[config.mk]
export PLATFORM = sky130hd
export DESIGN_NAME = ecat_slave_status
export DESIGN_NICKNAME = d
export VERILOG_FILES = /design/src/ecat_status_pkg.sv /design/src/pattern_gen.sv /design/src/ecat_slave_status.sv
export SDC_FILE = /design/constraint.sdc
export NUM_CORES = 1
export LEC_CHECK = 0
export ABC_AREA = 1
export BUFFER_PORTS_ARGS = -buffer_cell sky130_fd_sc_hd__buf_2
export CAP_MARGIN = 20
export CORE_MARGIN = 1
export CORE_UTILIZATION = 51
export CTS_CLUSTER_SIZE = 24
export DETAILED_ROUTE_END_ITERATION = 16
export HOLD_SLACK_MARGIN = 0.02
export PLACE_DENSITY = 0.68
export SLEW_MARGIN = 15
export SYNTH_ARGS = -nofsm -noshare
export SYNTH_HDL_FRONTEND = slang
export SYNTH_SLANG_ARGS = --single-unit
[constraint.sdc]
create_clock -name mclk -period 2.15 [get_ports mclk]
set_input_delay 0.215 -clock mclk [delete_from_list [all_inputs] [get_ports mclk]]
set_output_delay 0.215 -clock mclk [all_outputs]
set_load 0.02 [all_outputs]
[src/ecat_status_pkg.sv]
/*
  package for the fieldbus slave state and indicator block: state codes,
  area limits and indicator pattern timing.
  assumes a 100 MHz mclk; no module content here.
*/
package ecat_status_pkg;

  // =====================================================================
  // application states driven by the bus master
  typedef enum logic [1:0] {
    st_init,
    st_preop,
    st_safeop,
    st_op
  } app_state_t;

  // =====================================================================
  // error indicator causes
  typedef enum logic [2:0] {
    err_none,
    err_config,
    err_local,
    err_watchdog,
    err_comm
  } err_cause_t;

  // =====================================================================
  // process data areas
  localparam int unsigned area_max_bytes = 254;
  localparam int unsigned area_len_w = 8;

  // =====================================================================
  // timing
  localparam int unsigned clk_mhz = 100;
  // pattern slot in microseconds: blink half period and flash length
  localparam int unsigned slot_us = 200000;
  localparam int unsigned slot_cycles = slot_us * clk_mhz;
  // flicker half period in microseconds
  localparam int unsigned flick_us = 50000;
  localparam int unsigned flick_cycles = flick_us * clk_mhz;
  // activity stretch after the last data exchange
  localparam int unsigned act_hold_us = 100000;
  localparam int unsigned act_hold_cycles = act_hold_us * clk_mhz;
  localparam int unsigned cnt_w = 32;
  // slots in one flash frame: on,off,on,off, then long off
  localparam logic [3:0] frame_slots = 4'ha;

endpackage

[src/pattern_gen.sv]
/*
  pattern generator: free-running slot counter giving the blink,
  single-flash and double-flash waveforms, plus a separate flicker counter, shared by all indicators.
  assumes one clock mclk and asynchronous active-low reset.
*/
`timescale 1ns/1ps
module pattern_gen #(
  parameter int unsigned slot_cycles = ecat_status_pkg::slot_cycles,
  parameter int unsigned flick_cycles = ecat_status_pkg::flick_cycles
) (
  // clock and reset
  input wire logic mclk,
  input wire logic reset_n,
  // waveforms
  output logic blink,
  output logic flicker,
  output logic flash1,
  output logic flash2
);

  logic [ecat_status_pkg::cnt_w-1:0] slot_cnt_r;
  logic [ecat_status_pkg::cnt_w-1:0] flick_cnt_r;
  logic [3:0] slot_r;

  // =====================================================================
  // counter driven patterns
  always_ff @(posedge mclk or negedge reset_n) begin
    if (!reset_n) begin
      slot_cnt_r <= '0;
      slot_r <= 4'h0;
    end else if (slot_cnt_r == slot_cycles - 1) begin
      slot_cnt_r <= '0;
      slot_r <= (slot_r == ecat_status_pkg::frame_slots - 4'h1) ?
                4'h0 : slot_r + 4'h1;
    end else begin
      slot_cnt_r <= slot_cnt_r + 1'b1;
    end
  end

  // flicker runs on its own faster counter
  always_ff @(posedge mclk or negedge reset_n) begin
    if (!reset_n) begin
      flick_cnt_r <= '0;
      flicker <= 1'b0;
    end else if (flick_cnt_r == flick_cycles - 1) begin
      flick_cnt_r <= '0;
      flicker <= !flicker;
    end else begin
      flick_cnt_r <= flick_cnt_r + 1'b1;
    end
  end

  // outputs registered so they follow the slot with one cycle delay
  always_ff @(posedge mclk or negedge reset_n) begin
    if (!reset_n) begin
      blink <= 1'b0;
      flash1 <= 1'b0;
      flash2 <= 1'b0;
    end else begin
      blink <= !slot_r[0];
      flash1 <= (slot_r == 4'h0);
      flash2 <= (slot_r == 4'h0) || (slot_r == 4'h2);
    end
  end

endmodule

[src/ecat_slave_status.sv]
/*
  fieldbus slave state tracker and indicator driver: gates process data
  by application state, checks area sizes, drives link, run and error
  indicators.
  assumes the bus master state request and the local controller setup
  inputs are synchronous to mclk; indicators are active high.
*/
// Notes on behaviour
// - init: no process inputs or outputs exchanged
// - preop: communicate, inputs and outputs inactive
// - safeop: accept bus data, outputs inactive
// - op: inputs and outputs both active
// - one input, one output area, max 254
// - link led: off, steady, flicker on activity
// - run led encodes state, red on exception
// - error led encodes error cause patterns
// - serious fault: run and error steady red
// - only link led driven per connector
`timescale 1ns/1ps
module ecat_slave_status #(
  parameter int unsigned slot_cycles = ecat_status_pkg::slot_cycles,
  parameter int unsigned flick_cycles = ecat_status_pkg::flick_cycles,
  parameter int unsigned act_hold_cycles = ecat_status_pkg::act_hold_cycles
) (
  // clock and reset
  input wire logic mclk,
  input wire logic reset_n,
  // state request from the bus master
  input wire logic state_req_valid,
  input wire ecat_status_pkg::app_state_t state_req,
  // local controller setup
  input wire logic cfg_valid,
  input wire logic [ecat_status_pkg::area_len_w-1:0] cfg_in_len,
  input wire logic [ecat_status_pkg::area_len_w-1:0] cfg_out_len,
  // error sources
  input wire logic err_local_evt,
  input wire logic err_watchdog,
  input wire logic err_comm,
  input wire logic exception,
  input wire logic fatal_fault,
  // per port link status
  input wire logic [1:0] port_link,
  input wire logic [1:0] port_rx_evt,
  // process data strobes
  input wire logic bus_data_evt,
  input wire logic out_data_evt,
  // state and gating
  output ecat_status_pkg::app_state_t app_state,
  output logic cfg_done,
  output logic inputs_active,
  output logic outputs_active,
  output logic bus_comm_en,
  output logic in_data_take,
  output logic out_data_take,
  // indicators
  output logic [1:0] led_link_green,
  output logic [1:0] led_aux_a,
  output logic [1:0] led_aux_b,
  output logic led_run_green,
  output logic led_run_red,
  output logic led_err_red
);

  // =====================================================================
  // pattern source
  logic blink, flicker, flash1, flash2;

  pattern_gen #(
    .slot_cycles(slot_cycles),
    .flick_cycles(flick_cycles)
  ) u_pattern (
    .mclk(mclk),
    .reset_n(reset_n),
    .blink(blink),
    .flicker(flicker),
    .flash1(flash1),
    .flash2(flash2)
  );

  // =====================================================================
  // setup of the data areas
  logic cfg_ok_r, cfg_bad_r;

  function automatic logic len_ok(
    input logic [ecat_status_pkg::area_len_w-1:0] len
  );
    len_ok = (len <= ecat_status_pkg::area_len_w'(
             ecat_status_pkg::area_max_bytes));
  endfunction

  always_ff @(posedge mclk or negedge reset_n) begin
    if (!reset_n) begin
      cfg_ok_r <= 1'b0;
      cfg_bad_r <= 1'b0;
    end else if (cfg_valid) begin
      cfg_ok_r <= len_ok(cfg_in_len) && len_ok(cfg_out_len);
      cfg_bad_r <= !(len_ok(cfg_in_len) && len_ok(cfg_out_len));
    end
  end

  // =====================================================================
  // application state; beyond init only once the areas are set up
  ecat_status_pkg::app_state_t state_r;
  logic state_chg_r;

  always_ff @(posedge mclk or negedge reset_n) begin
    if (!reset_n) begin
      state_r <= ecat_status_pkg::st_init;
      state_chg_r <= 1'b0;
    end else begin
      state_chg_r <= 1'b0;
      if (state_req_valid && (cfg_ok_r ||
          state_req == ecat_status_pkg::st_init)) begin
        state_r <= state_req;
        state_chg_r <= (state_req != state_r);
      end
    end
  end

  // =====================================================================
  // gating of process data by state
  logic in_en, out_en, comm_en;

  always_comb begin
    in_en = 1'b0;
    out_en = 1'b0;
    comm_en = 1'b0;
    case (state_r)
      ecat_status_pkg::st_init: comm_en = 1'b0;
      ecat_status_pkg::st_preop: comm_en = 1'b1;
      ecat_status_pkg::st_safeop: begin
        comm_en = 1'b1;
        in_en = 1'b1;
      end
      ecat_status_pkg::st_op: begin
        comm_en = 1'b1;
        in_en = 1'b1;
        out_en = 1'b1;
      end
      default: comm_en = 1'b0;
    endcase
  end

  // registered gating and data strobes
  always_ff @(posedge mclk or negedge reset_n) begin
    if (!reset_n) begin
      app_state <= ecat_status_pkg::st_init;
      cfg_done <= 1'b0;
      inputs_active <= 1'b0;
      outputs_active <= 1'b0;
      bus_comm_en <= 1'b0;
      in_data_take <= 1'b0;
      out_data_take <= 1'b0;
    end else begin
      app_state <= state_r;
      cfg_done <= cfg_ok_r;
      inputs_active <= in_en;
      outputs_active <= out_en;
      bus_comm_en <= comm_en;
      in_data_take <= bus_data_evt && in_en;
      out_data_take <= out_data_evt && out_en;
    end
  end

  // =====================================================================
  // activity stretch per port, so flicker is visible
  logic [1:0] act_r;
  logic [ecat_status_pkg::cnt_w-1:0] act_cnt_r [2];

  for (genvar p = 0; p < 2; p++) begin : g_port
    always_ff @(posedge mclk or negedge reset_n) begin
      if (!reset_n) begin
        act_cnt_r[p] <= '0;
        act_r[p] <= 1'b0;
      end else if (port_rx_evt[p] && port_link[p]) begin
        act_cnt_r[p] <= ecat_status_pkg::cnt_w'(act_hold_cycles);
        act_r[p] <= 1'b1;
      end else if (act_cnt_r[p] != '0) begin
        act_cnt_r[p] <= act_cnt_r[p] - 1'b1;
        act_r[p] <= (act_cnt_r[p] != 1);
      end else begin
        act_r[p] <= 1'b0;
      end
    end

    always_ff @(posedge mclk or negedge reset_n) begin
      if (!reset_n) begin
        led_link_green[p] <= 1'b0;
        led_aux_a[p] <= 1'b0;
        led_aux_b[p] <= 1'b0;
      end else begin
        led_link_green[p] <= port_link[p] && (!act_r[p] || flicker);
        led_aux_a[p] <= 1'b0;
        led_aux_b[p] <= 1'b0;
      end
    end
  end

  // =====================================================================
  // error cause; a local error is kept until the next state change into init
  logic local_err_r;
  ecat_status_pkg::err_cause_t err_cause;

  // hold local error for display; set wins over clear
  always_ff @(posedge mclk or negedge reset_n) begin
    if (!reset_n) begin
      local_err_r <= 1'b0;
    end else if (err_local_evt) begin
      local_err_r <= 1'b1;
    end else if (state_chg_r && state_r == ecat_status_pkg::st_init) begin
      local_err_r <= 1'b0;
    end
  end

  // priority: comm, watchdog, local, config
  always_comb begin
    err_cause = ecat_status_pkg::err_none;
    if (err_comm) begin
      err_cause = ecat_status_pkg::err_comm;
    end else if (err_watchdog) begin
      err_cause = ecat_status_pkg::err_watchdog;
    end else if (local_err_r) begin
      err_cause = ecat_status_pkg::err_local;
    end else if (cfg_bad_r) begin
      err_cause = ecat_status_pkg::err_config;
    end
  end

  // =====================================================================
  // run and error indicators
  logic run_g, err_r_nxt;

  always_comb begin
    run_g = 1'b0;
    case (state_r)
      ecat_status_pkg::st_init: run_g = 1'b0;
      ecat_status_pkg::st_preop: run_g = blink;
      ecat_status_pkg::st_safeop: run_g = flash1;
      ecat_status_pkg::st_op: run_g = 1'b1;
      default: run_g = 1'b0;
    endcase
  end

  always_comb begin
    err_r_nxt = 1'b0;
    case (err_cause)
      ecat_status_pkg::err_config: err_r_nxt = blink;
      ecat_status_pkg::err_local: err_r_nxt = flash1;
      ecat_status_pkg::err_watchdog: err_r_nxt = flash2;
      ecat_status_pkg::err_comm: err_r_nxt = 1'b1;
      default: err_r_nxt = 1'b0;
    endcase
  end

  always_ff @(posedge mclk or negedge reset_n) begin
    if (!reset_n) begin
      led_run_green <= 1'b0;
      led_run_red <= 1'b0;
      led_err_red <= 1'b0;
    end else if (fatal_fault) begin
      led_run_green <= 1'b0;
      led_run_red <= 1'b1;
      led_err_red <= 1'b1;
    end else begin
      led_run_green <= exception ? 1'b0 : run_g;
      led_run_red <= exception;
      led_err_red <= err_r_nxt;
    end
  end

  // =====================================================================
  // checks
  // nothing in init
  a_init_no_data: assert property (@(posedge mclk)
    disable iff (!reset_n) app_state == ecat_status_pkg::st_init |->
      !inputs_active && !outputs_active && !in_data_take)
    else $error("data active in init");
  a_preop_gating: assert property (@(posedge mclk)
    disable iff (!reset_n) app_state == ecat_status_pkg::st_preop |->
      bus_comm_en && !inputs_active && !outputs_active)
    else $error("preop gating wrong");
  a_safeop_out_off: assert property (@(posedge mclk)
    disable iff (!reset_n) app_state == ecat_status_pkg::st_safeop |->
      inputs_active && !outputs_active && !out_data_take)
    else $error("safeop outputs active");
  a_op_all_active: assert property (@(posedge mclk)
    disable iff (!reset_n) state_r == ecat_status_pkg::st_op |=>
      inputs_active && outputs_active)
    else $error("op not fully active");
  a_area_limit: assert property (@(posedge mclk)
    disable iff (!reset_n) cfg_valid &&
      (cfg_in_len > ecat_status_pkg::area_max_bytes ||
       cfg_out_len > ecat_status_pkg::area_max_bytes) |=>
      !cfg_ok_r ##1 !cfg_done)
    else $error("oversize area accepted");
  a_link_offline: assert property (@(posedge mclk)
    disable iff (!reset_n) !port_link[0] |=> !led_link_green[0])
    else $error("link led lit offline");
  a_run_op_green: assert property (@(posedge mclk)
    disable iff (!reset_n) state_r == ecat_status_pkg::st_op &&
      !exception && !fatal_fault |=> led_run_green && !led_run_red)
    else $error("run led not green in op");
  a_err_comm_red: assert property (@(posedge mclk)
    disable iff (!reset_n) err_comm |=> led_err_red)
    else $error("error led not red on comm error");
  a_fatal_both_red: assert property (@(posedge mclk)
    disable iff (!reset_n) fatal_fault |=>
      led_run_red && led_err_red && !led_run_green)
    else $error("fatal fault not shown");
  a_aux_dark: assert property (@(posedge mclk)
    disable iff (!reset_n) ##1 (led_aux_a == 2'h0) && (led_aux_b == 2'h0))
    else $error("aux led lit");

endmodule

# Word-level counts from Yosys, hierarchy flattened
# Index checks and enable logic that the tools add are counted.
dict set report word_totals {
  regBits 157
  in_bits 33
  out_inout_bits 17
  wordCells 104
}
dict set report classes {
  reduce_logical 28
  addsub 5
  eq_ne 14
  order_cmp 2
  muxes 27
}
# op n
set ops {}
lappend ops {{2-to-1 mux 32 bit} 6}
lappend ops {{adder 32 x 1 -> 32 bit, second input constant} 2}
lappend ops {{inequality test 32 x 1 -> 1 bit, second input constant} 2}
lappend ops {{nonzero test 32 bit} 2}
lappend ops {{subtractor 32 x 1 -> 32 bit, second input constant} 2}
lappend ops {{equality test 32 x 23 -> 1 bit, second input constant} 1}
lappend ops {{equality test 32 x 25 -> 1 bit, second input constant} 1}
lappend ops {{less-or-equal comparator 8 bit, second input constant} 2}
lappend ops {{2-to-1 mux 1 bit} 14}
lappend ops {{logical AND 1 bit} 9}
lappend ops {{one-hot mux 1 bit (4 select lines)} 2}
lappend ops {{equality test 3 x 2 -> 1 bit, second input constant} 2}
lappend ops {{nonzero test 2 bit} 3}
lappend ops {{logical NOT 1 bit} 5}
lappend ops {{adder 4 x 1 -> 4 bit, second input constant} 1}
lappend ops {{equality test 2 bit, second input constant} 2}
lappend ops {{equality test 4 x 2 -> 1 bit, second input constant} 1}
lappend ops {{equality test 4 bit, second input constant} 1}
lappend ops {{logical NOT 2 bit} 2}
lappend ops {{logical NOT 4 bit} 1}
lappend ops {{logical OR 1 bit} 4}
lappend ops {{2-to-1 mux 2 bit} 2}
lappend ops {{2-to-1 mux 4 bit} 1}
lappend ops {{equality test 3 x 1 -> 1 bit, second input constant} 1}
lappend ops {{other kinds (7)} 7}

# Logic depth before layout (Yosys ltp)
# Gate-level depths: netlist (run 1).
dict set report depth {
  word_depth 7
  depth_mapped 10
  ltp_nobuf 10
}

# Cells and area by module
# A second synthesis (run 1) with hierarchy kept.
dict set report hier_totals {
  hier_cells 1325
  hier_area_um2 9331.4
}
# mod area_per_inst_um2 cells_each instances seq_area_each_um2
set modules_own_cells {}
lappend modules_own_cells {ecat_slave_status 4997.3 682 1 2127.0}
lappend modules_own_cells {pattern_gen 4334.2 643 1 1801.7}

# Worst setup path after synthesis (run 1)
# Ideal clock, no wire load.
dict set report synth_timing {
  path_kind {reg2reg}
  startpoint {register act_cnt_r[32] (netlist name)}
  endpoint {register act_cnt_r[54] (netlist name)}
  stages_incl_launch_ff 11
  n_path_buf 1
  path_slack_ns 0.456
  arrival_time_ns 1.580
  setup_ns 0.115
  t_required_ns 2.035
  cell_sequence {dfrtp_1 inv_1 ha_1 nand2_4 nor2_8 nand2_4 nor2_8 nand2_4 clkinv_2 buf_12 nor2_2}
}
dict set report synth_between {
  elab_chain_len 3
  elab_cells_between_ends 5
}
# item line_no
set synth_lines {}
lappend synth_lines {{start: declaration} ecat_slave_status.sv:168} ;# logic [ecat_status_pkg::cnt_w-1:0] act_cnt_r [2];
lappend synth_lines {{start signal: indexed assignment} ecat_slave_status.sv:176} ;# act_cnt_r[p] <= ecat_status_pkg::cnt_w'(act_hold_cycles);
lappend synth_lines {{start signal: indexed assignment} ecat_slave_status.sv:179} ;# act_cnt_r[p] <= act_cnt_r[p] - 1'b1;
lappend synth_lines {{subtractor 32 x 1 -> 32 bit} ecat_slave_status.sv:179}
lappend synth_lines {{2-to-1 mux 32 bit} ecat_slave_status.sv:178} ;# end else if (act_cnt_r[p] != '0) begin
lappend synth_lines {{2-to-1 mux 32 bit} ecat_slave_status.sv:175} ;# end else if (port_rx_evt[p] && port_link[p]) begin
# Parallel ways exist; a longest one is shown, timed or not. The select of a mux whose other input is x is not followed.
# A chain may end at the register's enable or synchronous reset.

# Final worst setup path (run 1)
dict set report layout_timing {
  startpoint {register act_cnt_r[32] (netlist name)}
  endpoint {register act_cnt_r[53] (netlist name)}
}
# The elaborated chain is that of the path after synthesis.

==> summary.txt, run 1 <==
Synth
  – Most numerous cell in the Yosys netlist: nand2_1
  – Post-Syn Area: 9061 um^2
  – Synthesized area per cell: 7.415 um^2
  – Top post-synthesis cells by area: dfrtp_1 (43%), nand2_1 (12%), nor2_1 (9.0%)
  – Synthesized flop and latch total: 157
  – Syn Inst Count: 1,222
  – Synth area leader: dfrtp_1
  – Register area share after synthesis: 43.36%
  – Post-synth top area share: 43.36%
  – YS warnings: 0
  – Synth cell count leaders: nand2_1 (289), nor2_1 (217), inv_1 (179), dfrtp_1 (157), nand3_1 (85)
  – Main synth FF type: dfrtp_1
  – Unique masters post-synth: 44
  – Post-synth ARST share: 100.0%
  – EDFF count, synth: 0

Floorplan
  – Standard-cell rows: 48
  – Core area: 17,300 um^2
  – Initial core utilization: 52.39%
  – Top Ports: 50
  – Die H: 135.3 um
  – Die Wd: 135.3 um
  – Die area: 18,300 um^2

Job
  – Max-Cap Viols: 0

Clock network
  – Worst-Skew Late Latency: 0.43 ns
  – CTS max path bufs: 2
  – Root Driver: clkbuf_16
  – CTS tree: yes
  – Total CTS buffers: 17
  – TritonCTS sink count: 157
  – H-tree depth: 4
  – Reg clk slew, reported paths: 0.06 ns
  – PostCTS Resize Cnt: 0

Detailed routing
  – Vias: 7,662
  – DRT antenna net count: 0
  – WL final: 20,330 um
  – Wirelength per Cell: 13.26 um
  – DRT iter0 DRCs: 487
  – Residual DRC count: 0
  – Vias per inst: 4.998
  – First drt pass iteration count: 7

Global route
  – First-pass GRT wire length: 34,950 um
  – Largest net degree at the start of global routing: 45
  – Total gr overflow: 0
  – Vias in the first global route: 7,337
  – Antenna violations before repair: 0
  – All-Layer GR Usage: 24.31%

Worst setup path
  – Critical path class: reg2reg
  – Buffers & Inverters on Critical Path: 2
  – CP Depth: 9
  – Crit-path max cell delay: 0.38 ns
  – Register-to-Register Path Depth: 9
  – Crit path launch type: flip-flop
  – Setup crit end kind: flip-flop
  – Slowest cell on crit path: dfrtp_1
  – CP dominant cell by count: nand2_4
  – WP data required: 2.46 ns
  – CP arrival: 2.14 ns
  – Top delay family on crit path: simple AND/OR/NAND/NOR gates
  – Critical path peak fanout: 14
  – CP Cell Sequence: inv_1 -> ha_1 -> nand2_4 -> nor2_8 -> nand2_4 -> nor2_8 -> nand2_4 -> clkinv_2 -> nor2_1

Placed design
  – RePlAce Congestion: 0.9223
  – Port buffer count: 45
  – Pre-CTS setup slack: 0.3244 ns
  – Dpl hpwl: 15,180 um
  – Dpl cell area: 9604 um^2

Power
  – Net Switching: 1.986 mW
  – Sequential power share: 44.6%
  – P_leak: 5.111 nW
  – Design Power: 7.276 mW
  – Switching share of total power: 27.29%
  – Combinational share of power: 13.0%
  – P_int: 5.291 mW
  – Power Density: 708.4 nW/um^2
  – Peak VDD IR: 0.0006779 V
  – Clock power frac: 42.3%

STA
  – Final setup viols: 0
  – Max Clock Skew: 0.006684 ns
  – RSZ-0062 raised after global routing: no
  – Worst Tran Pin Value: 0.5471 ns
  – Slew margin rel.: 63.14%
  – Hold Fails Final Rpt: 0
  – Min Hold Slack: 0.02771 ns
  – Fmax: 547.1 MHz
  – Period minus WS final: 1.828 ns
  – Post-route clock period utilization: 85.02%
  – Setup TNS Final: 0 ns
  – Setup WS post-layout: 0.3221 ns
  – Slew Viols, Final: 0

Final layout
  – Number of fill cells in the layout: 1,600
  – Area Overhead vs Synth: 13.37%
  – Area occupied by multi-input gates: 4324 um^2
  – FF/Latch Area: 3929 um^2
  – Fraction of layout cells with a size suffix above 1: 12.16%
  – Ant. Diodes: 0
  – Post-route cell area: 10,270 um^2
  – Nets: 1,334

Min path
  – Worst Hold Class: in2reg
  – Hold-critical path depth: 3

Status
  – Status: finished clean
-- flip-flops by register name, summed over array words and instances, names as in the netlist, 2 cells and up --
register,flops
u_pattern.slot_r,4
act_cnt_r,64
act_r,2
u_pattern.slot_cnt_r,32
app_state,2
u_pattern.flick_cnt_r,32
state_r,2
led_link_green,2
-- final cells by class --
| cell class | instances | share of cell area (%) |
|---|---|---|
| Sequential cell | 157 | 38.25 |
| Clock inverter | 8 | 1.035 |
| Timing Repair Buffer | 66 | 4.202 |
| Tap cell | 225 | 2.741 |
| Multi-Input combinational cell | 866 | 42.09 |
| Inverter | 187 | 6.894 |
| Clock buffer | 24 | 4.787 |
-- metrics by stage --
step	std cells	utilization (%)
2_1_floorplan	1225	-
3_3_place_gp	1494	55.53
3_5_place_dp	1494	55.53
4_1_cts	1533	59.39
5_1_grt	1533	59.39
6_report	1533	59.39
-- cell usage in the layout, fill, tap and decap left out, types with 3 or more instances in the layout --
cell	count
dlygate4sd3_1	7
conb_1	4
xor2_1	55
clkbuf_1	3
nor2_8	3
nor3_1	41
nand3_4	3
ha_1	6
nor4_1	3
nand3_1	85
and2_1	7
o21bai_1	7
nand2_1	289
buf_2	44
nand2_4	4
nor2_4	4
inv_1	179
a21oi_1	7
o21ai_0	20
dfrtp_1	157
buf_4	12
clkbuf_8	4
nand4_1	35
nor2_1	217
nor3_2	4
clkbuf_16	17
nor2_2	32
or2_2	8
inv_2	6
xnor2_1	11
-- tightest hold or removal path, cell delays in order --
cell      delay, ns
buf_2          0.08
nand2_1        0.04
o311ai_0       0.08
-- layer usage --
metal / share of wire [%] / GRT usage (%)
met4: 1.5 / 6.492
met3: 3.0 / 4.452
met1: 49 / 33.51
met2: 46 / 39.26
met5: 0 / 0
-- worst paths after layout --
| kind | startpoint | to | slack, ns |
|---|---|---|---|
| worst max-delay path | act_cnt_r[32] | act_cnt_r[53] | 0.32 |
| worst min-delay path | err_watchdog | led_err_red | 0.03 |
| worst max register to register | act_cnt_r[32] | act_cnt_r[53] | 0.32 |
| worst min register to register | cfg_ok_r | cfg_done | 0.40 |
| max in group asynchronous | reset_n | u_pattern.slot_cnt_r[14] | 1.15 |
| min in group asynchronous | reset_n | u_pattern.flick_cnt_r[28] | 0.27 |
-- power groups by stage --
stage                     Combinational [mW]  Clock, mW  Sequential (mW)
after CTS                              0.952       3.12             3.24
final                                  0.949       3.08             3.25
after detailed placement               0.929          0             3.30
after global routing                    1.09       3.24             3.26
after global placement                 0.918          0             3.29
after floorplan                        0.630          0             3.28
-- logic make-up (layout without fill, tap and decap cells) --
family | count (synthesis) | after routing | synth area share (%)
AO/OA/AOI/OAI | 41 | 41 | 2.651
XOR/XNOR | 66 | 66 | 6.379
adder cells (fa/ha/maj) | 6 | 6 | 0.8285
buffers and inverters | 202 | 285 | 9.044
flip-flops | 157 | 157 | 43.36
multiplexers | 1 | 1 | 0.1243
other | 1 | 4 | 0.04139
AND/OR/NAND/NOR | 748 | 748 | 37.57
-- repair_timing --
action,CTS,global route
setup endpoints to repair,0,0
buffers inserted,0,0
hold endpoints to repair,43,0
hold buffers,7,0
Note: power is estimated with default switching activity, not from simulation.
==> run 2: changes to the inputs <==
Settings changed: CELL_PAD_IN_SITES_DETAIL_PLACEMENT from default to 0, CELL_PAD_IN_SITES_GLOBAL_PLACEMENT from default to 1, CORE_UTILIZATION 51 to 46, PLACE_DENSITY 0.68 to default, PLACE_DENSITY_LB_ADDON from default to 0.1.
==> run 2 against run 1 <==
Against the previous run:
- clock power rose by 6%
- non-clock buffer count down 4
- global-route usage decreased by 1.8 points
- first-iteration DRC count shrank 11%
- combinational power down 2%
- fmax down 1.5%
- worst hold slack gained 0.023 ns
- clock skew increased by 0.0050 ns
- critical path depth stayed put
- via count shrank 1.6%
==> summary.txt, run 2 (synthesized netlist as in run 1, its figures left out) <==
STA
  – Max Clock Skew: 0.01172 ns (was 0.006684 ns)
  – Worst Tran Pin Value: 0.5409 ns (was 0.5471 ns)
  – Final setup viols: 0 (unchanged)
  – Slew margin rel.: 63.94% (was 63.14%)
  – Fmax: 538.7 MHz (was 547.1 MHz)
  – Hold Fails Final Rpt: 0 (unchanged)
  – Setup TNS Final: 0 ns (unchanged)
  – Slew Viols, Final: 0 (unchanged)
  – RSZ-0062 raised after global routing: no (unchanged)
  – Period minus WS final: 1.856 ns (was 1.828 ns)
  – Post-route clock period utilization: 86.33% (was 85.02%)

Global route
  – Largest net degree at the start of global routing: 54 (was 45)
  – Vias in the first global route: 7,426 (was 7,337)
  – Antenna violations before repair: 0 (unchanged)
  – All-Layer GR Usage: 22.50% (was 24.31%)
  – First-pass GRT wire length: 35,870 um (was 34,950 um)
  – Total gr overflow: 0 (unchanged)

Final layout
  – FF/Latch Area: 3929 um^2 (unchanged)
  – Final core utilization: 54.29% (was 59.39%)
  – Reg with most FFs: act_cnt_r (unchanged)
  – Top flop regs: act_cnt_r x64, u_pattern.flick_cnt_r x32, u_pattern.slot_cnt_r x32 (unchanged)
  – Area occupied by multi-input gates: 4324 um^2 (unchanged)
  – Fraction of layout cells with a size suffix above 1: 12.14% (was 12.16%)
  – Number of fill cells in the layout: 1,854 (was 1,600)
  – Max reg flops: 64 (unchanged)
  – Nets: 1,330 (was 1,334)
  – Area Overhead vs Synth: 13.95% (was 13.37%)
  – Ant. Diodes: 0 (unchanged)
  – Most frequent cells in the layout: nand2_1 (289), nor2_1 (217), inv_1 (179) (unchanged)
  – Commonest non-fill, non-tap cell in the layout: nand2_1 (unchanged)

Power
  – Net Switching: 1.970 mW (was 1.986 mW)
  – Power Density: 720.9 nW/um^2 (was 708.4 nW/um^2)
  – Combinational share of power: 12.5% (was 13.0%)
  – Clock power frac: 43.8% (was 42.3%)
  – Peak VDD IR: 0.0005121 V (was 0.0006779 V)
  – P_int: 5.472 mW (was 5.291 mW)
  – P_leak: 5.114 nW (was 5.111 nW)
  – Sequential power share: 43.6% (was 44.6%)
  – Switching share of total power: 26.47% (was 27.29%)

Detailed routing
  – DRT iter0 DRCs: 432 (was 487)
  – Vias: 7,542 (was 7,662)
  – First drt pass iteration count: 5 (was 7)
  – Residual DRC count: 0 (unchanged)
  – DRT antenna net count: 0 (unchanged)
  – Wirelength per Cell: 13.37 um (was 13.26 um)
  – WL final: 20,890 um (was 20,330 um)
  – Vias per inst: 4.828 (was 4.998)

Worst setup path
  – CP dominant cell by count: nand2_4 (unchanged)
  – Crit-path max cell delay: 0.38 ns (about the same)
  – Reg-to-reg critical path startpoint: act_cnt_r[32] (unchanged)
  – Critical R2R Capture: act_cnt_r[49] (was act_cnt_r[53])
  – Crit path launch type: flip-flop (unchanged)
  – Critical path peak fanout: 14 (unchanged)
  – CP arrival: 2.16 ns (was 2.14 ns)
  – CP Cell Sequence: inv_1 -> ha_1 -> nand2_4 -> nor2_8 -> nand2_4 -> nor2_8 -> nand2_4 -> clkinv_2 -> nor2_1 (unchanged)
  – WP data required: 2.46 ns (about the same)
  – Slowest cell on crit path: dfrtp_1 (unchanged)
  – Critical path origin: act_cnt_r[32] (unchanged)
  – Reg2Reg Setup Slack: 0.29 ns (was 0.32 ns)
  – Buffers & Inverters on Critical Path: 2 (unchanged)
  – Setup crit end kind: flip-flop (unchanged)
  – Critical path class: reg2reg (unchanged)
  – Top delay family on crit path: simple AND/OR/NAND/NOR gates (unchanged)
  – Register-to-Register Path Depth: 9 (unchanged)

Clock network
  – Total CTS buffers: 17 (unchanged)
  – TritonCTS sink count: 157 (unchanged)
  – CTS tree: yes (unchanged)
  – CTS max path bufs: 2 (unchanged)
  – Cts hold-fix bufs: 5 (was 7)
  – Worst-Skew Late Latency: 0.43 ns (about the same)
  – Reg clk slew, reported paths: 0.07 ns (was 0.06 ns)
  – PostCTS Resize Cnt: 0 (unchanged)
  – Root Driver: clkbuf_16 (unchanged)
  – Setup Fix Bufs, Post-CTS: 0 (unchanged)
  – H-tree depth: 4 (unchanged)

Min path
  – Hold EP: led_err_red (unchanged)
  – Hold path startpoint: err_comm (was err_watchdog)
  – Hold-critical path depth: 3 (unchanged)
  – Worst Hold Class: in2reg (unchanged)

Floorplan
  – Die area: 20,260 um^2 (was 18,300 um^2)
  – Top Ports: 50 (unchanged)
  – Die H: 142.4 um (was 135.3 um)
  – Core area: 19,020 um^2 (was 17,300 um^2)
  – Standard-cell rows: 50 (was 48)
  – Die Wd: 142.4 um (was 135.3 um)
  – Initial core utilization: 47.64% (was 52.39%)

Placed design
  – Dpl hpwl: 15,930 um (was 15,180 um)
  – RePlAce Congestion: 0.8305 (was 0.9223)
  – Port buffer count: 45 (unchanged)

Job
  – Max-Cap Viols: 0 (unchanged)

Status
  – Status: finished clean (unchanged)
## run 2: changes by cell type in the layout (fill, tap and decap cells not counted)
cell,previous run,this run
buf_12,2,3
buf_4,12,9
bufinv_16,2,4
clkbuf_1,3,0
clkbuf_8,4,3
clkinv_2,2,3
clkinv_4,2,1
dlygate4sd3_1,7,5
## run 2: cell type report
class                      count  share of cell area (%)
sequential                   157                   38.05
timing repair buffer          62                   3.963
multi-input combinational    866                   41.88
clock inverter                10                   1.575
inverter                     187                   6.859
tap                          260                   3.151
clock buffer                  20                   4.520
## run 2: stage by stage
step / hold WS, ns / worst slack (ns) / std cells / power [mW] / instance area, um^2
final: 0.05086 / 0.2938 / 1562 / 7.443 / 10320
after detailed placement: 0.2201 / 0.2827 / 1527 / 4.233 / 9646
after global routing: 0.04568 / 0.1288 / 1562 / 7.779 / 10320
after global placement: 0.2218 / 0.3263 / 1527 / 4.228 / 9646
after floorplan: -0.08059 / 0.4558 / 1225 / 3.909 / 9072
after CTS: 0.03660 / 0.2785 / 1562 / 7.514 / 10320
## run 2: power groups by stage
stage | sequential (mW) | combinational (mW) | clock [mW]
after floorplan | 3.28 | 0.630 | 0
after global placement | 3.30 | 0.932 | 0
after detailed placement | 3.30 | 0.936 | 0
after CTS | 3.25 | 0.945 | 3.32
after global routing | 3.26 | 1.07 | 3.45
final | 3.25 | 0.933 | 3.26
## run 2: routing by layer
metal | wire [um] | vias up | GRT usage (%)
met3 | 584 | 25 | 4.004
met5 | 0 | - | 0
met4 | 309 | 0 | 6.565
met1 | 10560 | 3480 | 31.48
li1 | - | 3932 | -
met2 | 9439 | 105 | 35.58
## run 2: worst max path at each step
stage | endpoint | slack, ns | depth (start not counted)
after floorplan | act_cnt_r[54] | 0.46 | 10
after global placement | act_cnt_r[49] | 0.33 | 9
after detailed placement | act_cnt_r[49] | 0.28 | 9
after CTS | act_cnt_r[49] | 0.28 | 9
after global routing | act_cnt_r[49] | 0.13 | 9
final | act_cnt_r[49] | 0.29 | 9
## run 2: tightest hold or removal path, stage by stage
cell	delay (ns)
buf_2	0.07
nor2_1	0.03
o311ai_0	0.10
==> run 3: changes to the inputs <==
Settings changed: CORE_UTILIZATION 46 to 47, CTS_BUF_LIST from default to sky130_fd_sc_hd__clkbuf_4 sky130_fd_sc_hd__clkbuf_8.
==> run 3 against run 2 <==
Against the previous run:
- worst hold slack better by 0.021 ns
- critical path depth did not move
- sequential power about the same
- cell count is 0.70% higher
- routed wire length up 0.53%
- clock skew is 0.00090 ns lower
- register-to-register slack is essentially flat
- sequential share of layout area increased by 0.49 points
- global-route usage is 0.64 points higher
==> summary.txt, run 3 (synthesized netlist as in run 1, its figures left out) <==
Worst setup path
  – Critical path peak fanout: 14 (unchanged)
  – Reg-to-reg critical path startpoint: act_cnt_r[32] (unchanged)
  – CP arrival: 2.21 ns (was 2.16 ns)
  – Setup crit end kind: flip-flop (unchanged)
  – WP data required: 2.49 ns (was 2.46 ns)
  – Critical path origin: act_cnt_r[32] (unchanged)
  – Critical path class: reg2reg (unchanged)
  – Crit path launch type: flip-flop (unchanged)

Status
  – Status: finished clean (unchanged)

Final layout
  – Area occupied by multi-input gates: 4324 um^2 (unchanged)
  – Post-route cell area: 10,190 um^2 (was 10,320 um^2)
  – Reg with most FFs: act_cnt_r (unchanged)
  – Final core utilization: 54.14% (was 54.29%)
  – Top flop regs: act_cnt_r x64, u_pattern.flick_cnt_r x32, u_pattern.slot_cnt_r x32 (unchanged)
  – Max reg flops: 64 (unchanged)
  – FF/Latch Area: 3929 um^2 (unchanged)
  – Area Overhead vs Synth: 12.51% (was 13.95%)
  – Most frequent cells in the layout: nand2_1 (289), nor2_1 (217), inv_1 (179) (unchanged)
  – Ant. Diodes: 0 (unchanged)
  – Fraction of layout cells with a size suffix above 1: 12.41% (was 12.14%)
  – Commonest non-fill, non-tap cell in the layout: nand2_1 (unchanged)
  – Nets: 1,340 (was 1,330)
  – Number of fill cells in the layout: 1,893 (was 1,854)
  – Non-Filler Instances: 1,573 (was 1,562)

Floorplan
  – Die area: 19,840 um^2 (was 20,260 um^2)
  – Die Wd: 140.9 um (was 142.4 um)
  – Initial core utilization: 48.12% (was 47.64%)
  – Die H: 140.9 um (was 142.4 um)
  – Core area: 18,830 um^2 (was 19,020 um^2)
  – Standard-cell rows: 50 (unchanged)
  – Top Ports: 50 (unchanged)

Global route
  – All-Layer GR Usage: 23.13% (was 22.50%)
  – Vias in the first global route: 7,588 (was 7,426)
  – Total gr overflow: 0 (unchanged)
  – First-pass GRT wire length: 36,580 um (was 35,870 um)
  – Antenna violations before repair: 0 (unchanged)
  – Largest net degree at the start of global routing: 64 (was 54)

Placed design
  – RePlAce Congestion: 0.8426 (was 0.8305)
  – Pre-CTS setup slack: 0.2691 ns (was 0.2827 ns)
  – Dpl cell area: 9663 um^2 (was 9646 um^2)
  – Port buffer count: 45 (unchanged)
  – Cell total after placement: 1,531 (was 1,527)
  – Dpl hpwl: 16,030 um (was 15,930 um)

Power
  – Power Density: 644.0 nW/um^2 (was 720.9 nW/um^2)
  – Design Power: 6.566 mW (was 7.443 mW)
  – Peak VDD IR: 0.0004581 V (was 0.0005121 V)
  – P_leak: 5.056 nW (was 5.114 nW)

STA
  – Hold Fails Final Rpt: 0 (unchanged)
  – Setup WS post-layout: 0.2797 ns (was 0.2938 ns)
  – Final setup viols: 0 (unchanged)
  – Worst Tran Pin Value: 0.6397 ns (was 0.5409 ns)
  – Slew Viols, Final: 0 (unchanged)
  – Fmax: 534.7 MHz (was 538.7 MHz)
  – Period minus WS final: 1.870 ns (was 1.856 ns)
  – RSZ-0062 raised after global routing: no (unchanged)
  – Slew margin rel.: 57.36% (was 63.94%)
  – Post-route clock period utilization: 86.99% (was 86.33%)
  – Setup TNS Final: 0 ns (unchanged)
  – Max Clock Skew: 0.01082 ns (was 0.01172 ns)
  – Min Hold Slack: 0.07176 ns (was 0.05086 ns)

Clock network
  – CTS max path bufs: 2 (unchanged)
  – Reg clk slew, reported paths: 0.09 ns (was 0.07 ns)
  – Root Driver: clkbuf_8 (was clkbuf_16)
  – CTS tree: yes (unchanged)
  – Worst-Skew Late Latency: 0.45 ns (was 0.43 ns)
  – H-tree depth: 4 (unchanged)
  – Total CTS buffers: 17 (unchanged)
  – TritonCTS sink count: 157 (unchanged)
  – Setup Fix Bufs, Post-CTS: 0 (unchanged)

Detailed routing
  – Metal2 WL: 9858 um (was 9439 um)
  – WL met3: 403 um (was 584 um)
  – First drt pass iteration count: 4 (was 5)
  – Residual DRC count: 0 (unchanged)
  – Top Layer Used: met4 (unchanged)
  – Wirelength per Cell: 13.35 um (was 13.37 um)
  – Vias per inst: 4.769 (was 4.828)
  – WL final: 21,000 um (was 20,890 um)
  – Vias: 7,502 (was 7,542)
  – DRT antenna net count: 0 (unchanged)
  – M1 wire length: 10,590 um (was 10,560 um)
  – DRT iter0 DRCs: 322 (was 432)

Min path
  – Worst Hold Class: in2reg (unchanged)
  – Hold path startpoint: state_req[0] (was err_comm)

Job
  – Max-Cap Viols: 0 (unchanged)
run 3: final timing paths:
kind                                      end  slack [ns]  depth (start not counted)
worst max-delay path            act_cnt_r[49]        0.28                          9
worst min-delay path              state_chg_r        0.07                          3
worst max register to register  act_cnt_r[49]        0.28                          9
worst min register to register       cfg_done        0.42                          0
max in group asynchronous       act_cnt_r[32]        1.17                          3
min in group asynchronous        act_cnt_r[3]        0.30                          2
run 3: final cells by class:
cell class | instances | area share, %
Clock buffer | 19 | 2.565
Clock inverter | 12 | 1.571
Inverter | 187 | 6.946
Multi-Input combinational cell | 866 | 42.42
Sequential cell | 157 | 38.54
Tap cell | 260 | 3.191
Timing Repair Buffer | 72 | 4.774
run 3: worst max-delay path, stage by stage (launching register included):
cell,delay [ns]
dfrtp_1,0.39
inv_1,0.11
ha_1,0.23
nand2_4,0.10
nor2_8,0.17
nand2_4,0.09
nor2_8,0.20
nand2_4,0.11
clkinv_2,0.27
nor2_1,0.08
run 3: repair_timing:
item | in CTS | in global routing
hold buffers | 11 | 0
gates resized for setup | 0 | 0
hold endpoints to repair | 67 | 0
run 3: power breakdown:
group / switching (mW) / internal (mW) / leakage (nW)
combinational: 0.601 / 0.350 / 2.85
clock: 1.16 / 1.22 / 0.207
sequential: 0.139 / 3.10 / 2.00
run 3: per-layer routing:
metal	track usage, %	vias to the layer above
li1	-	3929
met1	31.41	3510
met2	39.12	53
met3	3.702	10
met4	4.691	0
met5	0	-
